File: src/logic/sensor_cfg_map.svh
// Register map, field positions and reset values of the sensor setup bank.
// Assumes a 32-bit AXI4-Lite slave; each register sits in one aligned word.
`ifndef SENSOR_CFG_MAP_SVH
`define SENSOR_CFG_MAP_SVH

// ============================================================
// Register indices (byte address is four times the index)
`define IDX_COUNTER_SCALE   6'h1E
`define IDX_CH0_SETUP       6'h20
`define IDX_CH1_SETUP       6'h22
`define IDX_CH2_SETUP       6'h24
`define IDX_CH0_FAST_TRACK  6'h25
`define IDX_CH3_SETUP       6'h26

// ============================================================
// Reset values
`define RST_COUNTER_SCALE   8'h55
`define RST_SENSOR_SETUP    8'h04
`define RST_FAST_TRACK      8'hDA

// ============================================================
// Field positions
`define SETUP_RANGE_BIT     7
`define SETUP_BAND_HI       6
`define SETUP_BAND_LO       5
`define SETUP_CYC_HI        4
`define SETUP_CYC_LO        0
`define SCALE_W             2
`define NUM_CH              4

// ============================================================
// Bus widths and responses
`define ADDR_W              8
`define RESP_OKAY           2'h0
`define RESP_SLVERR         2'h2

`endif

File: src/logic/sensor_cfg_pkg.sv
// Types shared by the sensor setup register bank.
// Assumes sensor_cfg_map.svh supplies the widths.
`include "sensor_cfg_map.svh"

package sensor_cfg_pkg;

    // ============================================================
    // Whole state of the register bank
    typedef struct packed {
        logic                    aw_have;
        logic [5:0]              aw_idx;
        logic                    aw_bad;
        logic                    w_have;
        logic [7:0]              w_data;
        logic                    w_lane0;
        logic                    bvalid;
        logic [1:0]              bresp;
        logic                    rvalid;
        logic [1:0]              rresp;
        logic [7:0]              rdata;
        logic [7:0]              scale;
        logic [`NUM_CH-1:0][7:0] setup;
        logic [7:0]              fast_track;
        logic [7:0]              act_scale;
        logic [`NUM_CH-1:0][7:0] act_setup;
    } bank_state_s;

endpackage : sensor_cfg_pkg

File: src/logic/sensor_channel_config_regs.sv
// Per-channel sensor front-end setup registers behind an AXI4-Lite slave.
// Assumes one clock; conv_start pulses come from the conversion engine
// on the same clock and need no synchroniser.
`timescale 1ns/1ns
`include "sensor_cfg_map.svh"

// Contract
// - Four 2-bit scale fields, each resetting one
// - Setup bit 7 picks resistance range, default low
// - Bits 6-5 pick frequency band, reset zero
// - Bits 4-0 hold cycle count, reset four
// - Channel 0-2 setup at 0x20/0x22/0x24, reset 0x04
// - Fast track register at 0x25, reset 0xDA
// - Scale register at 0x1E, reset 0x55
// - Channel 3 setup at 0x26, same layout
module sensor_channel_config_regs (
    // Clock and reset
    input  wire logic                        aclk,
    input  wire logic                        aresetn,
    // AXI4-Lite write address
    input  wire logic                        awvalid,
    output logic                             awready,
    input  wire logic [31:0]                 awaddr,
    input  wire logic [2:0]                  awprot,
    // AXI4-Lite write data
    input  wire logic                        wvalid,
    output logic                             wready,
    input  wire logic [31:0]                 wdata,
    input  wire logic [3:0]                  wstrb,
    // AXI4-Lite write response
    output logic                             bvalid,
    input  wire logic                        bready,
    output logic [1:0]                       bresp,
    // AXI4-Lite read address
    input  wire logic                        arvalid,
    output logic                             arready,
    input  wire logic [31:0]                 araddr,
    input  wire logic [2:0]                  arprot,
    // AXI4-Lite read data
    output logic                             rvalid,
    input  wire logic                        rready,
    output logic [31:0]                      rdata,
    output logic [1:0]                       rresp,
    // Conversion engine
    input  wire logic [`NUM_CH-1:0]          conv_start,
    output logic [`NUM_CH-1:0]               resistance_range,
    output logic [`NUM_CH-1:0][1:0]          band_select,
    output logic [`NUM_CH-1:0][4:0]          cycle_count,
    output logic [`NUM_CH-1:0][`SCALE_W-1:0] count_scale,
    output logic [7:0]                       ch0_fast_track
);
    import sensor_cfg_pkg::*;

    bank_state_s state;
    bank_state_s next_state;

    // ============================================================
    // Address decode
    // Upper address bits must be zero, so no address above 0xFF aliases a register; the low two bits are ignored
    function automatic logic addr_bad(input logic [31:0] addr);
        addr_bad = (addr[31:`ADDR_W] != 24'h00_0000)
                   || !(addr[7:2] == `IDX_COUNTER_SCALE
                        || addr[7:2] == `IDX_CH0_SETUP
                        || addr[7:2] == `IDX_CH1_SETUP
                        || addr[7:2] == `IDX_CH2_SETUP
                        || addr[7:2] == `IDX_CH0_FAST_TRACK
                        || addr[7:2] == `IDX_CH3_SETUP);
    endfunction : addr_bad

    // Read mux; unmapped words read zero
    function automatic logic [7:0] read_word(input logic [5:0] idx, input bank_state_s s);
        case (idx)
            `IDX_COUNTER_SCALE:  read_word = s.scale;
            `IDX_CH0_SETUP:      read_word = s.setup[0];
            `IDX_CH1_SETUP:      read_word = s.setup[1];
            `IDX_CH2_SETUP:      read_word = s.setup[2];
            `IDX_CH0_FAST_TRACK: read_word = s.fast_track;
            `IDX_CH3_SETUP:      read_word = s.setup[3];
            default:             read_word = 8'h00;
        endcase
    endfunction : read_word

    // ============================================================
    // Handshake outputs
    // One item of each kind held at a time keeps the slave simple
    assign awready = !state.aw_have;
    assign wready  = !state.w_have;
    assign arready = !state.rvalid;
    assign bvalid  = state.bvalid;
    assign bresp   = state.bresp;
    assign rvalid  = state.rvalid;
    assign rresp   = state.rresp;
    assign rdata   = {24'h00_0000, state.rdata};

    logic commit;
    assign commit = state.aw_have && state.w_have && !state.bvalid;

    // ============================================================
    // Next-state logic
    always_comb
    begin
        next_state = state;
        // Address and data are taken in either order
        if (awvalid && awready)
        begin
            next_state.aw_have = 1'b1;
            next_state.aw_idx  = awaddr[7:2];
            next_state.aw_bad  = addr_bad(awaddr);
        end
        if (wvalid && wready)
        begin
            next_state.w_have  = 1'b1;
            next_state.w_data  = wdata[7:0];
            next_state.w_lane0 = wstrb[0];
        end
        if (state.bvalid && bready)
        begin
            next_state.bvalid = 1'b0;
        end
        // Register update once both halves are present
        if (commit)
        begin
            next_state.aw_have = 1'b0;
            next_state.w_have  = 1'b0;
            next_state.bvalid  = 1'b1;
            next_state.bresp   = state.aw_bad ? `RESP_SLVERR : `RESP_OKAY;
            // Only byte lane 0 carries register bits
            if (!state.aw_bad && state.w_lane0)
            begin
                case (state.aw_idx)
                    `IDX_COUNTER_SCALE:  next_state.scale      = state.w_data;
                    `IDX_CH0_SETUP:      next_state.setup[0]   = state.w_data;
                    `IDX_CH1_SETUP:      next_state.setup[1]   = state.w_data;
                    `IDX_CH2_SETUP:      next_state.setup[2]   = state.w_data;
                    `IDX_CH0_FAST_TRACK: next_state.fast_track = state.w_data;
                    `IDX_CH3_SETUP:      next_state.setup[3]   = state.w_data;
                    default:             next_state.scale      = state.scale;
                endcase
            end
        end
        // Read answer the cycle after the address is taken
        if (state.rvalid && rready)
        begin
            next_state.rvalid = 1'b0;
        end
        if (arvalid && arready)
        begin
            next_state.rvalid = 1'b1;
            next_state.rresp  = addr_bad(araddr) ? `RESP_SLVERR : `RESP_OKAY;
            next_state.rdata  = addr_bad(araddr) ? 8'h00 : read_word(araddr[7:2], state);
        end
        // Shadow copies load only at a conversion start, so a setup or scale write
        // landing mid-conversion never disturbs the running one; fast track is not shadowed
        for (int ch = 0; ch < `NUM_CH; ch++)
        begin
            if (conv_start[ch])
            begin
                next_state.act_setup[ch] = next_state.setup[ch];
                next_state.act_scale[ch*`SCALE_W +: `SCALE_W] =
                    next_state.scale[ch*`SCALE_W +: `SCALE_W];
            end
        end
    end

    // ============================================================
    // State register
    always_ff @(posedge aclk)
    begin
        if (!aresetn)
        begin
            state            <= '0;
            state.scale      <= `RST_COUNTER_SCALE;
            state.setup      <= {`NUM_CH{`RST_SENSOR_SETUP}};
            state.fast_track <= `RST_FAST_TRACK;
            state.act_scale  <= `RST_COUNTER_SCALE;
            state.act_setup  <= {`NUM_CH{`RST_SENSOR_SETUP}};
        end
        else
        begin
            state <= next_state;
        end
    end

    // ============================================================
    // Per-channel settings to the conversion engine
    // Band code three is passed as written; software must avoid it
    for (genvar ch = 0; ch < `NUM_CH; ch++)
    begin : g_chan
        assign resistance_range[ch] = state.act_setup[ch][`SETUP_RANGE_BIT];
        assign band_select[ch] =
            state.act_setup[ch][`SETUP_BAND_HI:`SETUP_BAND_LO];
        assign cycle_count[ch] =
            state.act_setup[ch][`SETUP_CYC_HI:`SETUP_CYC_LO];
        assign count_scale[ch] =
            state.act_scale[ch*`SCALE_W +: `SCALE_W];
    end
    assign ch0_fast_track = state.fast_track;
endmodule : sensor_channel_config_regs

File: config.mk
export PLATFORM = sky130hd
export DESIGN_NAME = sensor_channel_config_regs
export DESIGN_NICKNAME = d
export VERILOG_FILES = /design/src/logic/sensor_cfg_pkg.sv /design/src/logic/sensor_channel_config_regs.sv
export VERILOG_INCLUDE_DIRS = /design/src /design/src/logic
export SDC_FILE = /design/constraint.sdc
export NUM_CORES = 1
export LEC_CHECK = 0
export ABC_CLOCK_PERIOD_IN_PS = 2000
export BUFFER_PORTS_ARGS = -buffer_cell sky130_fd_sc_hd__buf_2
export CORE_MARGIN = 3
export CORE_UTILIZATION = 40
export DETAILED_ROUTE_END_ITERATION = 6
export PLACE_DENSITY = 0.72
export SETUP_SLACK_MARGIN = 0.15
export SLEW_MARGIN = 5
export SYNTH_ARGS = -nofsm -noshare
export SYNTH_HDL_FRONTEND = slang
export SYNTH_SLANG_ARGS = --single-unit
File: constraint.sdc
create_clock -name aclk -period 2 [get_ports aclk]
set_input_delay 0.3 -clock aclk [delete_from_list [all_inputs] [get_ports aclk]]
set_output_delay 0.3 -clock aclk [all_outputs]
set_load 0.005 [all_outputs]
After elaboration in Yosys (flattened, before gate mapping)
Cells that the tools add are included.
{"block": "classes", "eq_ne": 18, "mux": 16, "bitwise": 1, "reduce_logical": 33}
{"cell": "$mux W48", "count": 2}
{"cell": "$eq A6 B6 Y1 const B", "count": 15}
{"cell": "$mux W8", "count": 7}
{"cell": "$pmux W8 S6", "count": 1}
{"cell": "$reduce_bool A24 Y1", "count": 2}
{"cell": "$eq A6 B5 Y1 const B", "count": 3}
{"cell": "$logic_or A1 B1 Y1", "count": 12}
{"cell": "$mux W11", "count": 1}
{"cell": "$logic_and A1 B1 Y1", "count": 8}
{"cell": "$logic_not A1 Y1", "count": 7}
{"cell": "$mux W2", "count": 2}
{"cell": "$reduce_bool A2 Y1", "count": 2}
{"cell": "$mux W3", "count": 1}
{"cell": "$reduce_and A3 Y1", "count": 1}
{"cell": "$mux W1", "count": 2}
{"cell": "$reduce_or A2 Y1", "count": 1}
{"cell": "$not A1 Y1", "count": 1}
{"block": "word_totals", "register_bits": 120, "in_bits": 117, "out_inout_bits": 89, "elab_cells": 93}

Logic depth before layout (Yosys ltp)
Gate-level depths: netlist of the first run.
{"block": "logic_depth", "ltp_word": 10, "ltp_mapped": 6, "depth_no_buf": 4}

Worst setup path after synthesis of the first run
OpenSTA, ideal clock, no wires.
{"block": "synth_path", "kind": "input port to flip-flop", "from": "input port araddr[5]", "to": "register state (netlist bit rdata[3])", "setup_time_ns": 0.059, "arrival_ns": 1.766, "setup_slack_ns": 0.175, "path_stages": 5, "path_cell_list": "or3b_1 -> or3b_1 -> buf_6 -> a311oi_4 -> o221a_2"}
{"block": "synth_via", "elab_chain_len": 9, "word_cells_on_any_way": 15}
{"item": "from (decl)", "line_no": "sensor_channel_config_regs.sv:37", "text": "input wire logic [31:0] araddr,"}
{"item": "$eq A6 B5 Y1 or $eq A6 B6 Y1 (tied branches)", "line_no": "sensor_channel_config_regs.sv:72", "text": "case (idx)"}
{"item": "$logic_or A1 B1 Y1 (no line) (5 in a row)"}
{"item": "$logic_not A1 Y1", "line_no": "sensor_channel_config_regs.sv:62", "text": "|| !(addr[7:2] == `IDX_COUNTER_SCALE"}
{"item": "$logic_or A1 B1 Y1", "line_no": "sensor_channel_config_regs.sv:61", "text": "addr_bad = (addr[31:`ADDR_W] != 24'h00_0000)"}
{"item": "$mux W8 (*)", "line_no": "sensor_channel_config_regs.sv:150", "text": "next_state.rdata = addr_bad(araddr) ? 8'h00 : read_word(araddr[7:2], state);"}
{"item": "to (signal assigned)", "line_no": "sensor_channel_config_regs.sv:180", "text": "state <= next_state;"}
{"item": "to (decl)", "line_no": "sensor_channel_config_regs.sv:54", "text": "bank_state_s state;"}
Mark *: on every way between the ends. The rest lies on a longest branch, timed or not.
A chain may end at the register's enable or synchronous reset.

Worst setup path in the final report of the first run
{"block": "layout_path", "from": "register state[114] (netlist bit)", "to": "register state (netlist bit ch0_fast_track[3])"}
{"block": "layout_via", "elab_chain_len": 2}
{"item": "$eq A6 B6 Y1", "line_no": "sensor_channel_config_regs.sv:130", "text": "case (state.aw_idx)"}
{"item": "$reduce_and A3 Y1 (no line)"}
Every way passes these cells.

==> results.ini, run 1 <==
[status]
run_status=completed

[logic_synthesis]
synth_edf_count=0
synth_top_area_share=0.4306
synth-seq-area-share=0.4306
syn-instance-count=601
netlist.top_cell.by_area=dfxtp_1
avg_cell_area_syn_um2=9.129
synthDistinctLibCells=47
async_flop_share=0
dominantRegCellSynth=dfxtp_1
mappedNetlistArea_mm2=0.005487
yosys_reg_bits=118
yosys_warnings=0
synthTopCellsByArea=dfxtp_1, mux2i_1, buf_4

[grt]
grt_first_pass_wirelength_um=21270
met1_usage=0.2164
grt-busiest-layer=met2
grt_start_max_net_pins=65
grt.total_usage=0.1823
number_of_global_route_vias_before_repair=4266
grt_antenna_before_repair=0
grt.overflow.total=0
use_met2=0.3136
grt.met3_usage=0.06084

[floorplan]
rows=42
dieWidth_um=123.1
placeableCoreArea_mm2=0.01335
die-height_um=123.1
die_ar_mm2=0.01516
num_io_pins=206
initial_core_util=0.4110

[routing]
via_per_inst=5.044
drt-initial-drc-count=270
detail-route-antenna-nets=0
detailed_routing_iteration_count_for_the_pre_antenna_repair_pass=4
routed_wl_um=14150
post_route_drc_violation_count=0
routedWlPerCell_um=15.93
num_vias=4479

[critical_path]
r2r_cell_count=5
crit_slowest_cell=or4_4
worst_ep_required_time_ps=2290
worst_path_largest_cell_delay_ps=510
worst_setup_path_startpoint=state[114]
critical_path.max_fanout=8
path_cells=or3b_4 -> or4_4 -> buf_12 -> mux2i_2 -> nand2_1
worst_r2r_startpoint=state[114]
timing_worst_setup_path_type=register to register
worst_ep_arrival_time_ps=2080
worst_setup_path_end_kind=register
startpoint_type=register

[clock_network]
cts_num_sinks=118
cts_hold_buf=0
clk_pin_slew_worst_paths_ps=50
clock_path_buffers=2
clk_latency_worst_skew_pair_ps=410
h-tree-depth=4
cts_inserted_buffers=17
tritoncts=done
clock-root-buffer=clkbuf_16

[sta]
final.setup.tns_ps=0
unrepaired_setup_endpoints_after_global_routing=yes
worstMarginPinSlew_ps=498.6
max_freq_ghz=0.5573
timing.final.crit_period_ps=1794
hold_viol=0
post-route-period-util=0.8972
headroom_to_the_max_slew_limit=0.6669
drv_slew=0
fin_worst_skew_ps=5.456
finalSetupViolCount=0

[place]
port_buffers=142
dp_hpwl_um=10360
place_congestion=0.8110

[power_and_ir_drop]
leakagePower_nw=3.140
pwrdens_mw_per_mm2=910.2
power_consumption_w=0.006096
max-vdd-ir-drop_v=0.0005781

[layout]
fin_nets=817
final_cell_mix=buf_2, dfxtp_1, mux2i_1, nor2_1, a21oi_1
final_layout_size_suffix_gt1_frac=0.3118
antennaDiodeCount=0
area_growth_pct=22.08
layout.cells.most_common=buf_2

[run]
max_cap_violations=0

[min_path]
min_path_type=input port to register
min_from=wdata[6]
holdPathStages=3

==> through the flow <==
| stage | hold slack [ps] | setup slack, ps | instance area, µm² | utilization | cells |
|---|---|---|---|---|---|
| final | 131.3 | 205.7 | 6698 | 0.5018 | 888 |
| after global routing | 132.6 | 128.4 | 6698 | 0.5018 | 888 |
| after CTS | 122.7 | 165.8 | 6616 | 0.4957 | 885 |
| after detailed placement | 452.6 | 24.27 | 5974 | 0.4476 | 853 |
| after global placement | 445.3 | 60.13 | 5974 | 0.4476 | 853 |
| after floorplan | 436.0 | 175.0 | 5580 | - | 626 |
==> cells in the mapped netlist, types with 2 or more instances <==
cell type and n:
and2_1 9, buf_1 3, and4_1 2, nand4_1 6, o2bb2ai_1 8, nor2_1 56
buf_4 84, a211oi_1 4, a311o_1 2, inv_1 11, o221a_2 2, nand3b_1 2
nor4b_1 5, buf_2 7, nor2b_1 4, nor3_1 9, nor4_1 14, o211ai_1 3
o221a_1 6, o21ai_0 41, nor3b_1 3, o211a_1 3, clkbuf_1 24, or3b_1 3
nand3_1 3, nand2_1 32, a211o_1 8, and4b_1 2, nand2b_1 3, a21oi_1 45
dfxtp_1 118, mux2i_1 64
==> registers in the layout, indices dropped and copies added (netlist names) <==
signal and flops:
state 58, cycle_count 20, band_select 8, ch0_fast_track 8
count_scale 8, rdata 8, resistance_range 4, bresp 1
bvalid 1, rresp 1, rvalid 1
==> power by group <==
part	total [W]	internal [W]	leakage (nW)	switching, W
sequential	0.00247	0.00242	0.962	0.0000598
clock	0.00323	0.00220	0.312	0.00103
combinational	0.000394	0.000175	1.87	0.000219
==> layout make-up <==
| class | instances | area (µm²) |
|---|---|---|
| multi-input combinational | 378 | 2446 |
| tap | 176 | 220.2 |
| fill | 1255 | 6650 |
| sequential | 118 | 2366 |
| inverter | 11 | 41.29 |
| timing repair buffer | 174 | 992.2 |
| clock buffer | 22 | 484.2 |
| clock inverter | 9 | 147.6 |
==> routing by layer <==
layer,share of wire,vias to the layer above
met5,0,-
met4,0.011,0
met3,0.083,15
met2,0.49,154
met1,0.41,2091
li1,-,2219
==> cell families after synthesis <==
| group | Yosys count | share of synthesized area |
|---|---|---|
| other | 1 | 0.0006835 |
| flip-flops | 118 | 0.4306 |
| AND/OR/NAND/NOR | 161 | 0.1528 |
| buffers and inverters | 130 | 0.1494 |
| AO/OA/AOI/OAI | 127 | 0.1498 |
| multiplexers | 64 | 0.1168 |
==> worst paths after layout <==
kind / to / slack [ps]
min reg2reg: bresp[1] / 460
max: ch0_fast_track[3] / 210
max reg2reg: ch0_fast_track[3] / 210
min: state[109] / 130
==> repair_timing <==
action	in CTS	in global routing
setup endpoints to repair	12	32
resized for setup	1	16
buffers inserted	1	3
pin swaps	1	2
==> worst max-delay path: cells and delay by family (launching register included) <==
family / cells / cell delay, ps
AND/OR/NAND/NOR: 3 / 1020
flip-flops: 1 / 320
buffers and inverters: 1 / 170
multiplexers: 1 / 160
Note: power is estimated with default switching activity, not from simulation.
==> run 2, diff against run 1 <==
--- a/config.mk
+++ b/config.mk
@@ -11,6 +11,7 @@
 export CORE_MARGIN = 3
 export CORE_UTILIZATION = 40
 export DETAILED_ROUTE_END_ITERATION = 6
+export MAX_ROUTING_LAYER = met4
 export PLACE_DENSITY = 0.72
 export SETUP_SLACK_MARGIN = 0.15
 export SLEW_MARGIN = 5
==> run 2 against run 1 <==
  * Clock power hardly changed
  * Cell count unchanged
  * Die area did not move
  * Wire length increased by 0.31%
  * Fmax decreased by 0.35%
  * Final area is the same
  * Power about the same
  * Worst hold slack about the same
  * Core utilization stayed put
  * Sequential share of layout area is the same
  * Setup slack got worse by 6.2 ps
  * Highest routed layer unchanged
==> results.ini, run 2 (synthesized netlist as in run 1, its figures left out) <==
[routing]
detailed_routing_iteration_count_for_the_pre_antenna_repair_pass=5  ; was 4
detail-route-antenna-nets=0  ; unchanged
post_route_drc_violation_count=0  ; unchanged
routedWlPerCell_um=15.98  ; was 15.93 µm
routed_wl_um=14190  ; was 14,150 µm
via_per_inst=5.073  ; was 5.044
drt-initial-drc-count=260  ; was 270
num_vias=4505  ; was 4,479

[grt]
grt.overflow.total=0  ; unchanged
grt_first_pass_wirelength_um=21230  ; was 21,270 µm
grt_start_max_net_pins=65  ; unchanged
grt_antenna_before_repair=0  ; unchanged
grt.total_usage=0.1876  ; was 0.1823
number_of_global_route_vias_before_repair=4268  ; was 4,266

[layout]
largest_register_ff_count=58  ; unchanged
fillCellCount=1255  ; unchanged
antennaDiodeCount=0  ; unchanged
regMostFlops=state  ; unchanged
layout.cells.most_common=buf_2  ; unchanged
design_area_mm2=0.006698  ; unchanged
area_growth_pct=22.08  ; unchanged
multi_input_area_mm2=0.002446  ; unchanged
fin_nets=817  ; unchanged
area.sequential_mm2=0.002366  ; unchanged
final_cell_mix=buf_2, dfxtp_1, mux2i_1, nor2_1, a21oi_1  ; unchanged
final_layout_size_suffix_gt1_frac=0.3118  ; unchanged

[power_and_ir_drop]
max-vdd-ir-drop_v=0.0005829  ; was 0.0005781 V
pwrdens_mw_per_mm2=910.0  ; was 910.2 mW/mm²
leakagePower_nw=3.140  ; unchanged

[critical_path]
timing.reg2reg.setup_slack_ps=200  ; was 210 ps
worst_setup_path_end_kind=register  ; unchanged
crit_path_end=ch0_fast_track[3]  ; unchanged
worst_ep_required_time_ps=2290  ; about the same
timing.rr.end=ch0_fast_track[3]  ; unchanged
timing_worst_setup_path_type=register to register  ; unchanged
worst_r2r_startpoint=state[114]  ; unchanged
worst_setup_path_startpoint=state[114]  ; unchanged
critical_path.max_fanout=8  ; unchanged
startpoint_type=register  ; unchanged
r2r_cell_count=5  ; unchanged
worst_ep_arrival_time_ps=2090  ; was 2080 ps

[sta]
headroom_to_the_max_slew_limit=0.6662  ; was 0.6669
worstMarginPinSlew_ps=499.7  ; was 498.6 ps
timing.final.crit_period_ps=1801  ; was 1794 ps
unrepaired_setup_endpoints_after_global_routing=yes  ; unchanged
max_freq_ghz=0.5554  ; was 0.5573 GHz
hold_viol=0  ; unchanged
final.setup.tns_ps=0  ; unchanged
finalSetupViolCount=0  ; unchanged
post-route-period-util=0.9003  ; was 0.8972
fin_worst_skew_ps=6.182  ; was 5.456 ps
drv_slew=0  ; unchanged

[clock_network]
clock_path_buffers=2  ; unchanged
cts_inserted_buffers=17  ; unchanged
tritoncts=done  ; unchanged
clock-root-buffer=clkbuf_16  ; unchanged
cts_num_sinks=118  ; unchanged
h-tree-depth=4  ; unchanged
clk_pin_slew_worst_paths_ps=50  ; about the same
clk_latency_worst_skew_pair_ps=410  ; about the same

[place]
place_congestion=0.8230  ; was 0.8110
dp_hpwl_um=10360  ; unchanged
placement.cell_area_mm2=0.005974  ; unchanged
port_buffers=142  ; unchanged

[floorplan]
placeableCoreArea_mm2=0.01335  ; unchanged
dieWidth_um=123.1  ; unchanged
die_ar_mm2=0.01516  ; unchanged
rows=42  ; unchanged
die-height_um=123.1  ; unchanged
num_io_pins=206  ; unchanged
initial_core_util=0.4110  ; unchanged

[min_path]
min_path_type=input port to register  ; unchanged

[run]
max_cap_violations=0  ; unchanged

[status]
run_status=completed  ; unchanged

## run 2: cell counts in the layout (fill, tap and decap cells not counted)
Identical to the previous run, type by type.
## run 2: layout make-up
cell class              count  area share
clock buffers              22     0.07230
clock inverters             9     0.02204
inverters                  11    0.006165
multi-input cells         378      0.3652
flip-flops and latches    118      0.3533
well taps                 176     0.03288
repair buffers            174      0.1481
## run 2: through the flow
stage / power [W] / util / instances / setup slack [ps] / hold slack [ps]
2_1_floorplan: 0.002781 / - / 626 / 175.0 / 436.0
3_3_place_gp: 0.002897 / 0.4476 / 853 / 60.13 / 445.3
3_5_place_dp: 0.002904 / 0.4476 / 853 / 24.27 / 452.6
4_1_cts: 0.006127 / 0.4957 / 885 / 165.8 / 122.7
5_1_grt: 0.006287 / 0.5018 / 888 / 128.3 / 132.6
6_report: 0.006095 / 0.5018 / 888 / 199.5 / 131.1
## run 2: power by group
group          switching [W]  total [W]  leakage (nW)  internal [W]
Clock                0.00103    0.00322         0.312       0.00220
Sequential         0.0000603    0.00248         0.962       0.00242
Combinational       0.000219   0.000395          1.87      0.000175
Total                0.00131    0.00609          3.14       0.00479
## run 2: how the worst min path moves through the flow
| stage | from | end | cells past startpoint |
|---|---|---|---|
| 2_1_floorplan | wstrb[0] | state[102] | 2 |
| 3_3_place_gp | bresp[1] | bresp[1] | 2 |
| 3_5_place_dp | bresp[1] | bresp[1] | 2 |
| 4_1_cts | wdata[6] | state[109] | 3 |
| 5_1_grt | wdata[6] | state[109] | 3 |
| 6_report | wdata[6] | state[109] | 3 |
## run 2: what timing repair did
| action | in CTS | in global routing |
|---|---|---|
| setup endpoints to repair | 12 | 32 |
| buffers inserted | 1 | 3 |
| pin swaps | 1 | 2 |
| hold buffers | 0 | 0 |
| cloned | 0 | 0 |
| resized for setup | 1 | 16 |
## run 2: worst max-delay path, cell delays in order (launching register included)
cell	delay, ps
dfxtp_2	330
or3b_4	440
or4_4	510
buf_12	170
mux2i_2	160
nand2_1	70
## run 2: routing by layer
layer  track usage  up-vias  routed length, µm
met5             -        -                  0
met3       0.05169       13               1007
met4       0.05398        0                162
met2        0.3140      154               6964
li1              -     2219                  -
met1        0.2222     2119               6058
